===== config.mk =====
export PLATFORM = sky130hd
export DESIGN_NAME = asis_top
export DESIGN_NICKNAME = d
export VERILOG_FILES = /design/src/verilog/asis_pkg.sv /design/src/verilog/asis_field.sv /design/src/verilog/asis_top.sv
export SDC_FILE = /design/constraint.sdc
export NUM_CORES = 1
export LEC_CHECK = 0
export ABC_CLOCK_PERIOD_IN_PS = 2250
export BUFFER_PORTS_ARGS = -buffer_cell sky130_fd_sc_hd__buf_2
export CORE_AREA = 2 2 92 94
export CTS_BUF_LIST = sky130_fd_sc_hd__clkbuf_8 sky130_fd_sc_hd__clkbuf_16
export DETAILED_ROUTE_END_ITERATION = 8
export DIE_AREA = 0 0 94 96
export PLACE_DENSITY = 0.77
export RECOVER_POWER = 25
export SYNTH_ARGS = -nofsm -noshare
export SYNTH_HDL_FRONTEND = slang
export SYNTH_HIERARCHICAL = 1
export SYNTH_SLANG_ARGS = --single-unit

===== constraint.sdc =====
create_clock -name REF_CLK -period 2.25 [get_ports REF_CLK]
set_input_delay 0.3375 -clock REF_CLK [delete_from_list [all_inputs] [get_ports REF_CLK]]
set_output_delay 0.3375 -clock REF_CLK [all_outputs]
set_load 0.02 [all_outputs]

===== src/verilog/asis_pkg.sv =====
// package: register map, field layout and types of the sequence input select block
package asis_pkg;

    // ------------------------------------------------------------
    // register map (byte addresses)
    // ------------------------------------------------------------
    localparam int ADDR_W = 12;
    localparam logic [11:0] SEL_ADDR = 12'h040;
    localparam logic [11:0] END_ADDR = 12'h048;
    localparam logic [11:0] CTRL_ADDR = 12'h04C;
    localparam logic [11:0] STAT_ADDR = 12'h050;

    // ------------------------------------------------------------
    // field layout and reset values
    // ------------------------------------------------------------
    localparam int NUM_STEPS = 8;
    localparam int FIELD_W = 2;
    localparam int STEP_PITCH = 4;
    localparam int STEP_W = 3;
    localparam logic [31:0] SEL_RW_MASK = 32'h3333_3333;
    localparam logic [31:0] SEL_RESET = 32'h0000_0000;
    localparam logic [1:0] FIELD_RESET = 2'h0;
    localparam logic [7:0] END_RESET = 8'h00;
    localparam int CTRL_START_BIT = 0;
    localparam logic [2:0] LAST_STEP = 3'h7;

    // ------------------------------------------------------------
    // bus answers
    // ------------------------------------------------------------
    localparam logic [1:0] RESP_OKAY = 2'h0;
    localparam logic [1:0] RESP_SLVERR = 2'h2;

    // ------------------------------------------------------------
    // types
    // ------------------------------------------------------------
    typedef struct packed {
        logic [11:0] addr;
        logic [31:0] data;
        logic [3:0] strb;
    } asis_wreq_t;

    typedef enum logic [1:0] {
        SEQ_IDLE = 2'b01,
        SEQ_WAIT = 2'b10
    } asis_seq_t;

endpackage


===== src/verilog/asis_field.sv =====
// one read/write channel-select field with synchronous reset
`timescale 1ns/100ps
module asis_field #(
    parameter int W = 2
) (
    input wire logic clk,
    input wire logic rst,
    input wire logic we,
    input wire logic [W-1:0] d,
    output logic [W-1:0] q
);
    import asis_pkg::*;

    always_ff @(posedge clk)
    begin
        if (rst)
        begin
            q <= W'(FIELD_RESET);
        end
        else if (we)
        begin
            q <= d;
        end
    end

endmodule


===== src/verilog/asis_top.sv =====
// sequence input select register, axi4-lite slave and step sequencer
//
// Added by the designer: register access over AXI4-Lite and the address map.
`timescale 1ns/100ps
module asis_top (
    input wire logic REF_CLK,
    input wire logic RST,
    input wire logic [asis_pkg::ADDR_W-1:0] S_AXI_AWADDR,
    input wire logic S_AXI_AWVALID,
    output logic S_AXI_AWREADY,
    input wire logic [31:0] S_AXI_WDATA,
    input wire logic [3:0] S_AXI_WSTRB,
    input wire logic S_AXI_WVALID,
    output logic S_AXI_WREADY,
    output logic [1:0] S_AXI_BRESP,
    output logic S_AXI_BVALID,
    input wire logic S_AXI_BREADY,
    input wire logic [asis_pkg::ADDR_W-1:0] S_AXI_ARADDR,
    input wire logic S_AXI_ARVALID,
    output logic S_AXI_ARREADY,
    output logic [31:0] S_AXI_RDATA,
    output logic [1:0] S_AXI_RRESP,
    output logic S_AXI_RVALID,
    input wire logic S_AXI_RREADY,
    output logic [asis_pkg::FIELD_W-1:0] MUX_SEL,
    output logic CONV_START,
    input wire logic CONV_DONE,
    output logic [asis_pkg::STEP_W-1:0] STEP,
    output logic SEQ_BUSY,
    output logic SEQ_DONE
);
    import asis_pkg::*;

    // ------------------------------------------------------------
    // declarations
    // ------------------------------------------------------------
    asis_wreq_t wreq_r;
    logic aw_held_r;
    logic w_held_r;
    logic bvalid_r;
    logic [1:0] bresp_r;
    logic rvalid_r;
    logic [1:0] rresp_r;
    logic [31:0] rdata_r;
    logic wr_go;
    logic wr_sel;
    logic wr_end;
    logic wr_ctrl;
    logic start_req;
    logic [31:0] sel_word;
    logic [1:0] field_q [NUM_STEPS];
    logic [7:0] end_mask_r;
    asis_seq_t state_r;
    logic [STEP_W-1:0] step_r;
    logic [FIELD_W-1:0] mux_sel_r;
    logic conv_start_r;
    logic seq_done_r;
    logic [31:0] rd_word;
    logic [1:0] rd_resp;
    logic last_step;

    // ------------------------------------------------------------
    // axi write channels
    // ------------------------------------------------------------
    assign S_AXI_AWREADY = !aw_held_r && !bvalid_r;
    assign S_AXI_WREADY = !w_held_r && !bvalid_r;
    assign S_AXI_BVALID = bvalid_r;
    assign S_AXI_BRESP = bresp_r;
    assign wr_go = aw_held_r && w_held_r && !bvalid_r;

    always_ff @(posedge REF_CLK)
    begin
        if (RST)
        begin
            aw_held_r <= 1'b0;
            w_held_r <= 1'b0;
            wreq_r <= '0;
        end
        else
        begin
            if (S_AXI_AWVALID && S_AXI_AWREADY)
            begin
                aw_held_r <= 1'b1;
                wreq_r.addr <= S_AXI_AWADDR;
            end
            else if (wr_go)
            begin
                aw_held_r <= 1'b0;
            end
            if (S_AXI_WVALID && S_AXI_WREADY)
            begin
                w_held_r <= 1'b1;
                wreq_r.data <= S_AXI_WDATA;
                wreq_r.strb <= S_AXI_WSTRB;
            end
            else if (wr_go)
            begin
                w_held_r <= 1'b0;
            end
        end
    end

    always_ff @(posedge REF_CLK)
    begin
        if (RST)
        begin
            bvalid_r <= 1'b0;
            bresp_r <= RESP_OKAY;
        end
        else if (wr_go)
        begin
            bvalid_r <= 1'b1;
            bresp_r <= (wr_sel || wr_end || wr_ctrl || wreq_r.addr == STAT_ADDR)
                ? RESP_OKAY : RESP_SLVERR;
        end
        else if (S_AXI_BREADY)
        begin
            bvalid_r <= 1'b0;
        end
    end

    assign wr_sel = wr_go && wreq_r.addr == SEL_ADDR;
    assign wr_end = wr_go && wreq_r.addr == END_ADDR;
    assign wr_ctrl = wr_go && wreq_r.addr == CTRL_ADDR;
    assign start_req = wr_ctrl && wreq_r.strb[0] && wreq_r.data[CTRL_START_BIT];

    // ------------------------------------------------------------
    // channel select fields
    // ------------------------------------------------------------
    // one field per step, four bits apart; the pairs between are never stored
    generate
        for (genvar i = 0; i < NUM_STEPS; i++)
        begin : g_field
            asis_field #(.W(FIELD_W)) u_field (
                .clk(REF_CLK),
                .rst(RST),
                .we(wr_sel && wreq_r.strb[i/2]),
                .d(wreq_r.data[i*STEP_PITCH +: FIELD_W]),
                .q(field_q[i])
            );
            assign sel_word[i*STEP_PITCH +: FIELD_W] = field_q[i];
            assign sel_word[i*STEP_PITCH+FIELD_W +: FIELD_W] = 2'h0;
        end
    endgenerate

    always_ff @(posedge REF_CLK)
    begin
        if (RST)
        begin
            end_mask_r <= END_RESET;
        end
        else if (wr_end && wreq_r.strb[0])
        begin
            end_mask_r <= wreq_r.data[7:0];
        end
    end

    // ------------------------------------------------------------
    // axi read channels
    // ------------------------------------------------------------
    always_comb
    begin
        rd_word = 32'h0000_0000;
        rd_resp = RESP_OKAY;
        case (S_AXI_ARADDR)
            SEL_ADDR: rd_word = sel_word;
            END_ADDR: rd_word = {24'h00_0000, end_mask_r};
            CTRL_ADDR: rd_word = 32'h0000_0000;
            STAT_ADDR: rd_word = {26'h000_0000, MUX_SEL, step_r, state_r == SEQ_WAIT};
            default: rd_resp = RESP_SLVERR;
        endcase
    end

    assign S_AXI_ARREADY = !rvalid_r;
    assign S_AXI_RVALID = rvalid_r;
    assign S_AXI_RDATA = rdata_r;
    assign S_AXI_RRESP = rresp_r;

    always_ff @(posedge REF_CLK)
    begin
        if (RST)
        begin
            rvalid_r <= 1'b0;
            rdata_r <= 32'h0000_0000;
            rresp_r <= RESP_OKAY;
        end
        else if (S_AXI_ARVALID && !rvalid_r)
        begin
            rvalid_r <= 1'b1;
            rdata_r <= rd_word;
            rresp_r <= rd_resp;
        end
        else if (S_AXI_RREADY)
        begin
            rvalid_r <= 1'b0;
        end
    end

    // ------------------------------------------------------------
    // step sequencer
    // ------------------------------------------------------------
    assign last_step = end_mask_r[step_r] || step_r == LAST_STEP;

    always_ff @(posedge REF_CLK)
    begin
        if (RST)
        begin
            state_r <= SEQ_IDLE;
            step_r <= 3'h0;
            mux_sel_r <= FIELD_RESET;
            conv_start_r <= 1'b0;
            seq_done_r <= 1'b0;
        end
        else
        begin
            conv_start_r <= 1'b0;
            seq_done_r <= 1'b0;
            case (state_r)
                SEQ_IDLE:
                begin
                    if (start_req)
                    begin
                        state_r <= SEQ_WAIT;
                        step_r <= 3'h0;
                        mux_sel_r <= field_q[0];
                        conv_start_r <= 1'b1;
                    end
                end
                SEQ_WAIT:
                begin
                    // select held until the converter reports done
                    if (CONV_DONE && !conv_start_r)
                    begin
                        if (last_step)
                        begin
                            state_r <= SEQ_IDLE;
                            seq_done_r <= 1'b1;
                        end
                        else
                        begin
                            step_r <= step_r + 3'h1;
                            mux_sel_r <= field_q[step_r + 3'h1];
                            conv_start_r <= 1'b1;
                        end
                    end
                end
                default:
                begin
                    state_r <= SEQ_IDLE;
                end
            endcase
        end
    end

    assign MUX_SEL = mux_sel_r;
    assign CONV_START = conv_start_r;
    assign STEP = step_r;
    assign SEQ_BUSY = state_r == SEQ_WAIT;
    assign SEQ_DONE = seq_done_r;

    // ------------------------------------------------------------
    // assertions
    // ------------------------------------------------------------
    property p_step_sel(logic [2:0] k, logic [1:0] f);
        @(posedge REF_CLK) disable iff (RST)
        (CONV_START && STEP == k) |-> MUX_SEL == $past(f);
    endproperty

    AST_STEP8_SEL: assert property (p_step_sel(3'h7, sel_word[29:28]))
        else $error("eighth step select wrong");
    AST_STEP7_SEL: assert property (p_step_sel(3'h6, sel_word[25:24]))
        else $error("seventh step select wrong");
    AST_STEP6_SEL: assert property (p_step_sel(3'h5, sel_word[21:20]))
        else $error("sixth step select wrong");
    AST_STEP5_SEL: assert property (p_step_sel(3'h4, sel_word[17:16]))
        else $error("fifth step select wrong");
    AST_STEP4_SEL: assert property (p_step_sel(3'h3, sel_word[13:12]))
        else $error("fourth step select wrong");
    AST_STEP3_SEL: assert property (p_step_sel(3'h2, sel_word[9:8]))
        else $error("third step select wrong");
    AST_STEP2_SEL: assert property (p_step_sel(3'h1, sel_word[5:4]))
        else $error("second step select wrong");
    AST_STEP1_SEL: assert property (p_step_sel(3'h0, sel_word[1:0]))
        else $error("first step select wrong");

    AST_RSVD_ZERO: assert property (@(posedge REF_CLK) disable iff (RST)
        (S_AXI_RVALID && $past(S_AXI_ARADDR) == SEL_ADDR && $rose(S_AXI_RVALID))
        |-> (S_AXI_RDATA & ~SEL_RW_MASK) == 32'h0000_0000)
        else $error("reserved bits not zero");

    AST_RESET_ZERO: assert property (@(posedge REF_CLK)
        $fell(RST) |-> sel_word == SEL_RESET && MUX_SEL == 2'h0)
        else $error("fields not zero after reset");

    AST_WRITE_LANDS: assert property (@(posedge REF_CLK) disable iff (RST)
        (wr_sel && wreq_r.strb == 4'hF) |=> sel_word == ($past(wreq_r.data) & SEL_RW_MASK))
        else $error("select write not stored");

    AST_END_STOP: assert property (@(posedge REF_CLK) disable iff (RST)
        (SEQ_BUSY && CONV_DONE && !CONV_START && end_mask_r[STEP])
        |=> !SEQ_BUSY && !CONV_START ##1 !CONV_START)
        else $error("sequence ran past end step");

    AST_SEL_HOLD: assert property (@(posedge REF_CLK) disable iff (RST)
        (SEQ_BUSY && !CONV_START && !CONV_DONE) |=> $stable(MUX_SEL) && $stable(STEP))
        else $error("select moved during conversion");

    AST_BRESP_TIME: assert property (@(posedge REF_CLK) disable iff (RST)
        wr_go |=> S_AXI_BVALID)
        else $error("write answer late");

    AST_READ_TIME: assert property (@(posedge REF_CLK) disable iff (RST)
        (S_AXI_ARVALID && S_AXI_ARREADY) |=> S_AXI_RVALID)
        else $error("read answer late");

    AST_START_PULSE: assert property (@(posedge REF_CLK) disable iff (RST)
        CONV_START |=> !CONV_START)
        else $error("start longer than one cycle");

    AST_DONE_IDLE: assert property (@(posedge REF_CLK) disable iff (RST)
        SEQ_DONE |-> !SEQ_BUSY && !CONV_START)
        else $error("sequence busy at done");

    C_FULL_RUN: cover property (@(posedge REF_CLK) disable iff (RST)
        CONV_START && STEP == 3'h7);
    C_EARLY_END: cover property (@(posedge REF_CLK) disable iff (RST)
        SEQ_DONE && $past(STEP) == 3'h3);
    C_SEL_WRITE: cover property (@(posedge REF_CLK) disable iff (RST) wr_sel);
    C_HELD_SEL: cover property (@(posedge REF_CLK) disable iff (RST)
        SEQ_BUSY && !CONV_START && !CONV_DONE);

endmodule


==> impl_metrics.ini, run 1 <==
[logic_synthesis]
ys_types = 43
synth.avg_cell_area_um2 = 8.742
synth_edf_count = 0
postSynthCellCount = 458
syn-cell-area_um2 = 4004
yosysWarnings = 6
synth_seq_area_share = 0.4750
synth-main-ff-cell = dfxtp_1
async_flop_share = 0
ys_seq_elements = 95

[cts]
clock-sinks = 95
ctsLongestPathBuffers = 2
holdBufCountCts = 0
clock_latency_ns = 0.36
cts_tree = done
clk_pin_slew_worst_paths_ns = 0.09
postCtsSetupRepairBufs = 0
cts_buffers = 9
htree_levels = 3
root_buffer = clkbuf_8
cts_resized = 0

[global_routing]
grt_pass1_wl_um = 14890
first_global_vias = 3168
antenna_found_initial = 0
track_usage = 0.2084
grt_start_max_net_pins = 39
overflow = 0

[setup_path]
critical_path.reg2reg.startpoint = STEP[0]
reg2reg_to = STEP[0]
cp-end-kind = register
cpMaxStageDelayCell = dfxtp_2
slowest_delay_ns = 0.41
start_kind = register
path_delay_family = simple AND/OR/NAND/NOR gates
crit_buf_inv = 0
arrival_ns = 2.45
worstSetupPathType = register to register
required_ns = 2.53
crit_chain = mux2_1 > a221o_1 > or3_4 > or3_1 > a31oi_1
cp_max_fo = 7
rrSetupSlack_ns = 0.08
ff2ff_path_depth = 5

[detailed_routing]
ant_nets = 0
viasPerCell = 5.290
drc = 0
wirelength_um = 9159
vias = 3481
dr.pass1.iters = 6
routedWlPerCell_um = 13.92
drt_iter0_markers = 205

[floorplanning]
die_h_um = 96
dieArea_um2 = 9024
die_width_um = 94
start_util = 0.4973
io_pins = 117
core_area_um2 = 8051
rows = 33

[min_path]
min_from = S_AXI_RREADY
hold_path.class = input pin to register
holdPathStages = 2
min_to = S_AXI_RVALID

[power_and_ir_drop]
power.density_nw_per_um2 = 708.9
vdd_drop_max_uv = 382.1
p_leak_nw = 1.921

[placed_design]
finalWeightedCongestion = 0.8650
dp_hpwl_um = 6747
portBuffers = 90

[sta]
worst_pin_slew_ns = 0.7926
final-max-slew-violation-count = 0
finalCritPeriodShare = 0.9623
skew_ns = 0.008705
fmax_mhz = 461.9
grt_setup_unrepaired = no
maxSlewHeadroom = 0.4703
setup_violations = 0
fin_crit_ns = 2.165
finalSetupTns_ns = 0
hold_violations = 0
hold-worst-slack_ns = 0.1582

[cells_and_area]
syn_to_final_growth_pct = 18.94
layout_common_cells = 94 x dfxtp_1, 90 x nand2_1, 63 x buf_2, 55 x nor2_1, 42 x a21oi_1
final_common_cell = dfxtp_1
diodes = 0
fillers = 738
finalNetCount = 620
layout-drive-gt1-share = 0.1808

[outcome]
run_status = finished clean

[job]
max_cap_violations = 0
## cell usage after synthesis, types with 2 or more instances
cell type	n	area, um2
or3_1	4	25.02
ha_1	4	50.05
inv_1	6	22.52
nor3_2	2	20.02
nor4_1	2	12.51
a22o_1	6	52.55
nor2b_1	12	75.07
a2111oi_0	2	17.52
buf_4	14	105.1
o21ai_0	6	30.03
a221oi_1	2	17.52
mux2i_1	32	320.3
nand2_1	90	337.8
nand2b_1	3	18.77
and2_1	6	37.54
a21oi_1	42	210.2
a221o_1	3	30.03
nand4_1	2	12.51
nor2_1	55	206.5
nor4b_1	3	26.28
a31oi_1	3	18.77
clkbuf_1	20	75.07
mux4_2	4	90.09
buf_1	3	11.26
dfxtp_1	95	1902
nor3_1	5	25.02
a32oi_1	2	17.52
a22oi_1	14	105.1
a211oi_1	2	15.01
## flip-flops by register name (all words and copies together) (netlist names), 2 cells and up
name / flops
wreq_r: 36
state_r: 2
MUX_SEL: 2
g_field.u_field/q: 16
S_AXI_RDATA: 20
end_mask_r: 8
STEP: 3
## cell families after synthesis
kind of cell,synth area share
adder cells (fa/ha/maj),0.01250
AO/OA/AOI/OAI,0.1431
multiplexers,0.1081
AND/OR/NAND/NOR,0.2069
flip-flops,0.4750
other,0.0009366
buffers and inverters,0.05344
## power breakdown
part           internal (mW)  leakage, nW  total (mW)  switching [mW]
Clock                  0.767        0.128        1.35           0.580
Combinational         0.0911         1.02       0.264           0.173
Sequential              1.73        0.772        1.76          0.0330
Total                   2.59         1.92        3.38           0.786
## per-stage QoR
stage | setup WS [ns] | total power [mW] | std cells | utilization | area, um2
finish | 0.08492 | 3.376 | 658 | 0.5915 | 4762
CTS | 0.02023 | 3.396 | 658 | 0.5944 | 4786
global route | 0.001282 | 3.503 | 658 | 0.5915 | 4762
floorplan | 0.08506 | 1.987 | 471 | - | 4053
global placement | 0.09837 | 2.061 | 642 | 0.5639 | 4541
detailed placement | 0.05266 | 2.071 | 642 | 0.5639 | 4541
## metal layers
| metal | vias up | GRT usage | part of all wire |
|---|---|---|---|
| li1 | 1737 | - | - |
| met1 | 1592 | 0.2797 | 0.45 |
| met2 | 137 | 0.3351 | 0.46 |
| met3 | 15 | 0.04385 | 0.070 |
| met4 | 0 | 0.07246 | 0.016 |
| met5 | - | 0 | 0 |
## area by class of cell
class / instances / area (um2) / area share
Sequential cell: 95 / 1903 / 0.3996
Multi-Input combinational cell: 333 / 1949 / 0.4094
Inverter: 6 / 22.52 / 0.004729
Timing Repair Buffer: 103 / 510.5 / 0.1072
Clock inverter: 6 / 107.6 / 0.02260
Tap cell: 105 / 131.4 / 0.02759
Clock buffer: 10 / 137.6 / 0.02890
## worst max path at each step
stage,start,depth (start not counted),endpoint,slack (ns)
after floorplan,STEP[1],7,MUX_SEL[0],0.09
after global placement,STEP[0],7,MUX_SEL[1],0.1
after detailed placement,STEP[0],7,MUX_SEL[0],0.05
after CTS,STEP[0],5,STEP[0],0.02
after global routing,wreq_r[43],6,g_field[5].u_field/q[0],0.001
final,STEP[0],5,STEP[0],0.08
Note: power is estimated with default switching activity, not from simulation.
==> run 2, diff against run 1 <==
--- a/config.mk
+++ b/config.mk
@@ -7,13 +7,12 @@
 export LEC_CHECK = 0
 export ABC_CLOCK_PERIOD_IN_PS = 2250
 export BUFFER_PORTS_ARGS = -buffer_cell sky130_fd_sc_hd__buf_2
-export CORE_AREA = 2 2 92 94
+export CORE_AREA = 2 2 111 81
 export CTS_BUF_LIST = sky130_fd_sc_hd__clkbuf_8 sky130_fd_sc_hd__clkbuf_16
 export DETAILED_ROUTE_END_ITERATION = 8
-export DIE_AREA = 0 0 94 96
-export PLACE_DENSITY = 0.77
+export DIE_AREA = 0 0 113 83
+export PLACE_DENSITY = 0.78
 export RECOVER_POWER = 25
 export SYNTH_ARGS = -nofsm -noshare
 export SYNTH_HDL_FRONTEND = slang
-export SYNTH_HIERARCHICAL = 1
 export SYNTH_SLANG_ARGS = --single-unit
==> impl_metrics.ini, run 2 <==
[setup_path]
path_delay_family = compound AO/OA/AOI/OAI gates
worstSetupPathType = register to register
cp-end-kind = register
crit_buf_inv = 1
cp_max_fo = 8
required_ns = 2.43
start_kind = register
slowest_delay_ns = 0.41
arrival_ns = 2.27
cpMaxStageDelayCell = dfxtp_1
cpMostUsedCell = ha_1
crit_chain = buf_4 > ha_1 > ha_1 > a221oi_4 > a32oi_1 > o21ai_0 > a21oi_1

[detailed_routing]
wirelength_um = 9680
ant_nets = 0
viasPerCell = 5.384
routedWlPerCell_um = 14.73
dr.pass1.iters = 7
vias = 3537
drt_iter0_markers = 223
drc = 8

[sta]
final-max-slew-violation-count = 0
finalCritPeriodShare = 0.9291
setup_slack_ns = 0.1596
setup_violations = 0
skew_ns = 0.009133
maxSlewHeadroom = 0.3807
hold_violations = 0
fin_crit_ns = 2.090
worst_pin_slew_ns = 0.9289
finalSetupTns_ns = 0
grt_setup_unrepaired = no
hold-worst-slack_ns = 0.1845
fmax_mhz = 478.4

[global_routing]
antenna_found_initial = 0
grt_start_max_net_pins = 50
track_usage = 0.2132
grt_pass1_wl_um = 16190
first_global_vias = 3397
overflow = 0

[cts]
clock_latency_ns = 0.34
clk_pin_slew_worst_paths_ns = 0.06
root_buffer = clkbuf_16
cts_buffers = 9
cts_tree = done
holdBufCountCts = 0
postCtsSetupRepairBufs = 0
clock-sinks = 95
ctsLongestPathBuffers = 2
cts_resized = 0
htree_levels = 3

[logic_synthesis]
yosysMostFrequentCell = dfxtp_1
synth_edf_count = 0
yosysWarnings = 0
postSynthCellCount = 465
synth_common_cells = 95 x dfxtp_1, 89 x nand2_1, 60 x nor2_1, 49 x a21oi_1, 29 x mux2i_1
yosys-top-cells-area = dfxtp_1 45%, nand2_1 7.9%, mux2i_1 6.9%, a21oi_1 5.8%, nor2_1 5.4%
ys_seq_elements = 95
ys_types = 51
synth_seq_area_share = 0.4525
synth_top_area_share = 0.4525
synth-main-ff-cell = dfxtp_1
synth.largest_area_cell = dfxtp_1
syn-cell-area_um2 = 4203
async_flop_share = 0
synth.avg_cell_area_um2 = 9.038

[placed_design]
portBuffers = 90
dp_hpwl_um = 7105
pre_cts_slack_ns = 0.2290
placed_area_um2 = 4664
finalWeightedCongestion = 0.8340

[cells_and_area]
layout_common_cells = 95 x dfxtp_1, 89 x nand2_1, 63 x buf_2, 60 x nor2_1, 49 x a21oi_1
largest_reg_flops = 36
multi_input_area_um2 = 2087
syn_to_final_growth_pct = 17.83
final_common_cell = dfxtp_1
final-seq-area_um2 = 1902
diodes = 0
layout-drive-gt1-share = 0.1884
top_register = wreq_r
fillers = 737
final_core_util = 0.5990
fin_area_um2 = 4952
finalNetCount = 619

[min_path]
hold_path.class = input pin to register

[job]
max_cap_violations = 0

[power_and_ir_drop]
p_leak_nw = 1.876
power.density_nw_per_um2 = 743.5
vdd_drop_max_uv = 475.4

[floorplanning]
start_util = 0.5083
core_area_um2 = 8268
die_h_um = 83
io_pins = 117
die_width_um = 113
dieArea_um2 = 9379
rows = 28

[outcome]
run_status = finished with violations
violations = DRC
run 2: cell count changes in the layout (fill, tap and decap cells not counted), moves of 4 or more:
cell / delta
nor2b_1: -10
clkbuf_16: +9
clkbuf_8: -9
a21oi_1: +7
a22o_1: -6
buf_4: -6
inv_1: +5
mux4_1: +5
nor2_1: +5
nor4b_4: +5
and2_1: -4
mux4_2: -4
o21ai_0: +4
run 2: final timing paths:
kind / startpoint / end / slack (ns) / depth (start not counted)
worst min register to register: wreq_r[10] / wreq_r[10] / 0.46 / 2
worst min-delay path: S_AXI_RREADY / S_AXI_RVALID / 0.18 / 2
worst max-delay path: STEP[0] / STEP[1] / 0.16 / 7
worst max register to register: STEP[0] / STEP[1] / 0.16 / 7
run 2: where the power goes:
part	total, mW	internal [mW]	switching (mW)	leakage [nW]
logic	0.295	0.104	0.191	0.944
registers	1.77	1.73	0.0390	0.772
clock network	1.61	0.999	0.615	0.160
total	3.68	2.84	0.845	1.88
run 2: final cells by class:
type,instances,share of cell area
Timing Repair Buffer,97,0.09424
Clock inverter,6,0.01718
Multi-Input combinational cell,333,0.4214
Inverter,11,0.008338
Sequential cell,95,0.3840
Tap cell,105,0.02653
Clock buffer,10,0.04826
run 2: stage by stage:
| step | std cells | power [mW] |
|---|---|---|
| finish | 657 | 3.682 |
| global route | 657 | 3.832 |
| CTS | 657 | 3.712 |
| detailed placement | 641 | 2.106 |
| global placement | 641 | 2.096 |
| floorplan | 478 | 2.021 |
run 2: metal layers:
layer  vias to the layer above  GRT usage  part of all wire
met1                      1645     0.2891              0.46
li1                       1749          -                 -
met5                         -          0                 0
met2                       133     0.3326              0.45
met3                        10    0.06788             0.081
met4                         0    0.05100            0.0087
run 2: cells by family after synthesis:
family	synth area share
DFF	0.4525
other	0.0008923
and+or+nand+nor	0.2215
buffers and inverters	0.06252
adders and majority gates	0.01191
AOI/OAI and AO/OA	0.1432
muxes	0.1075
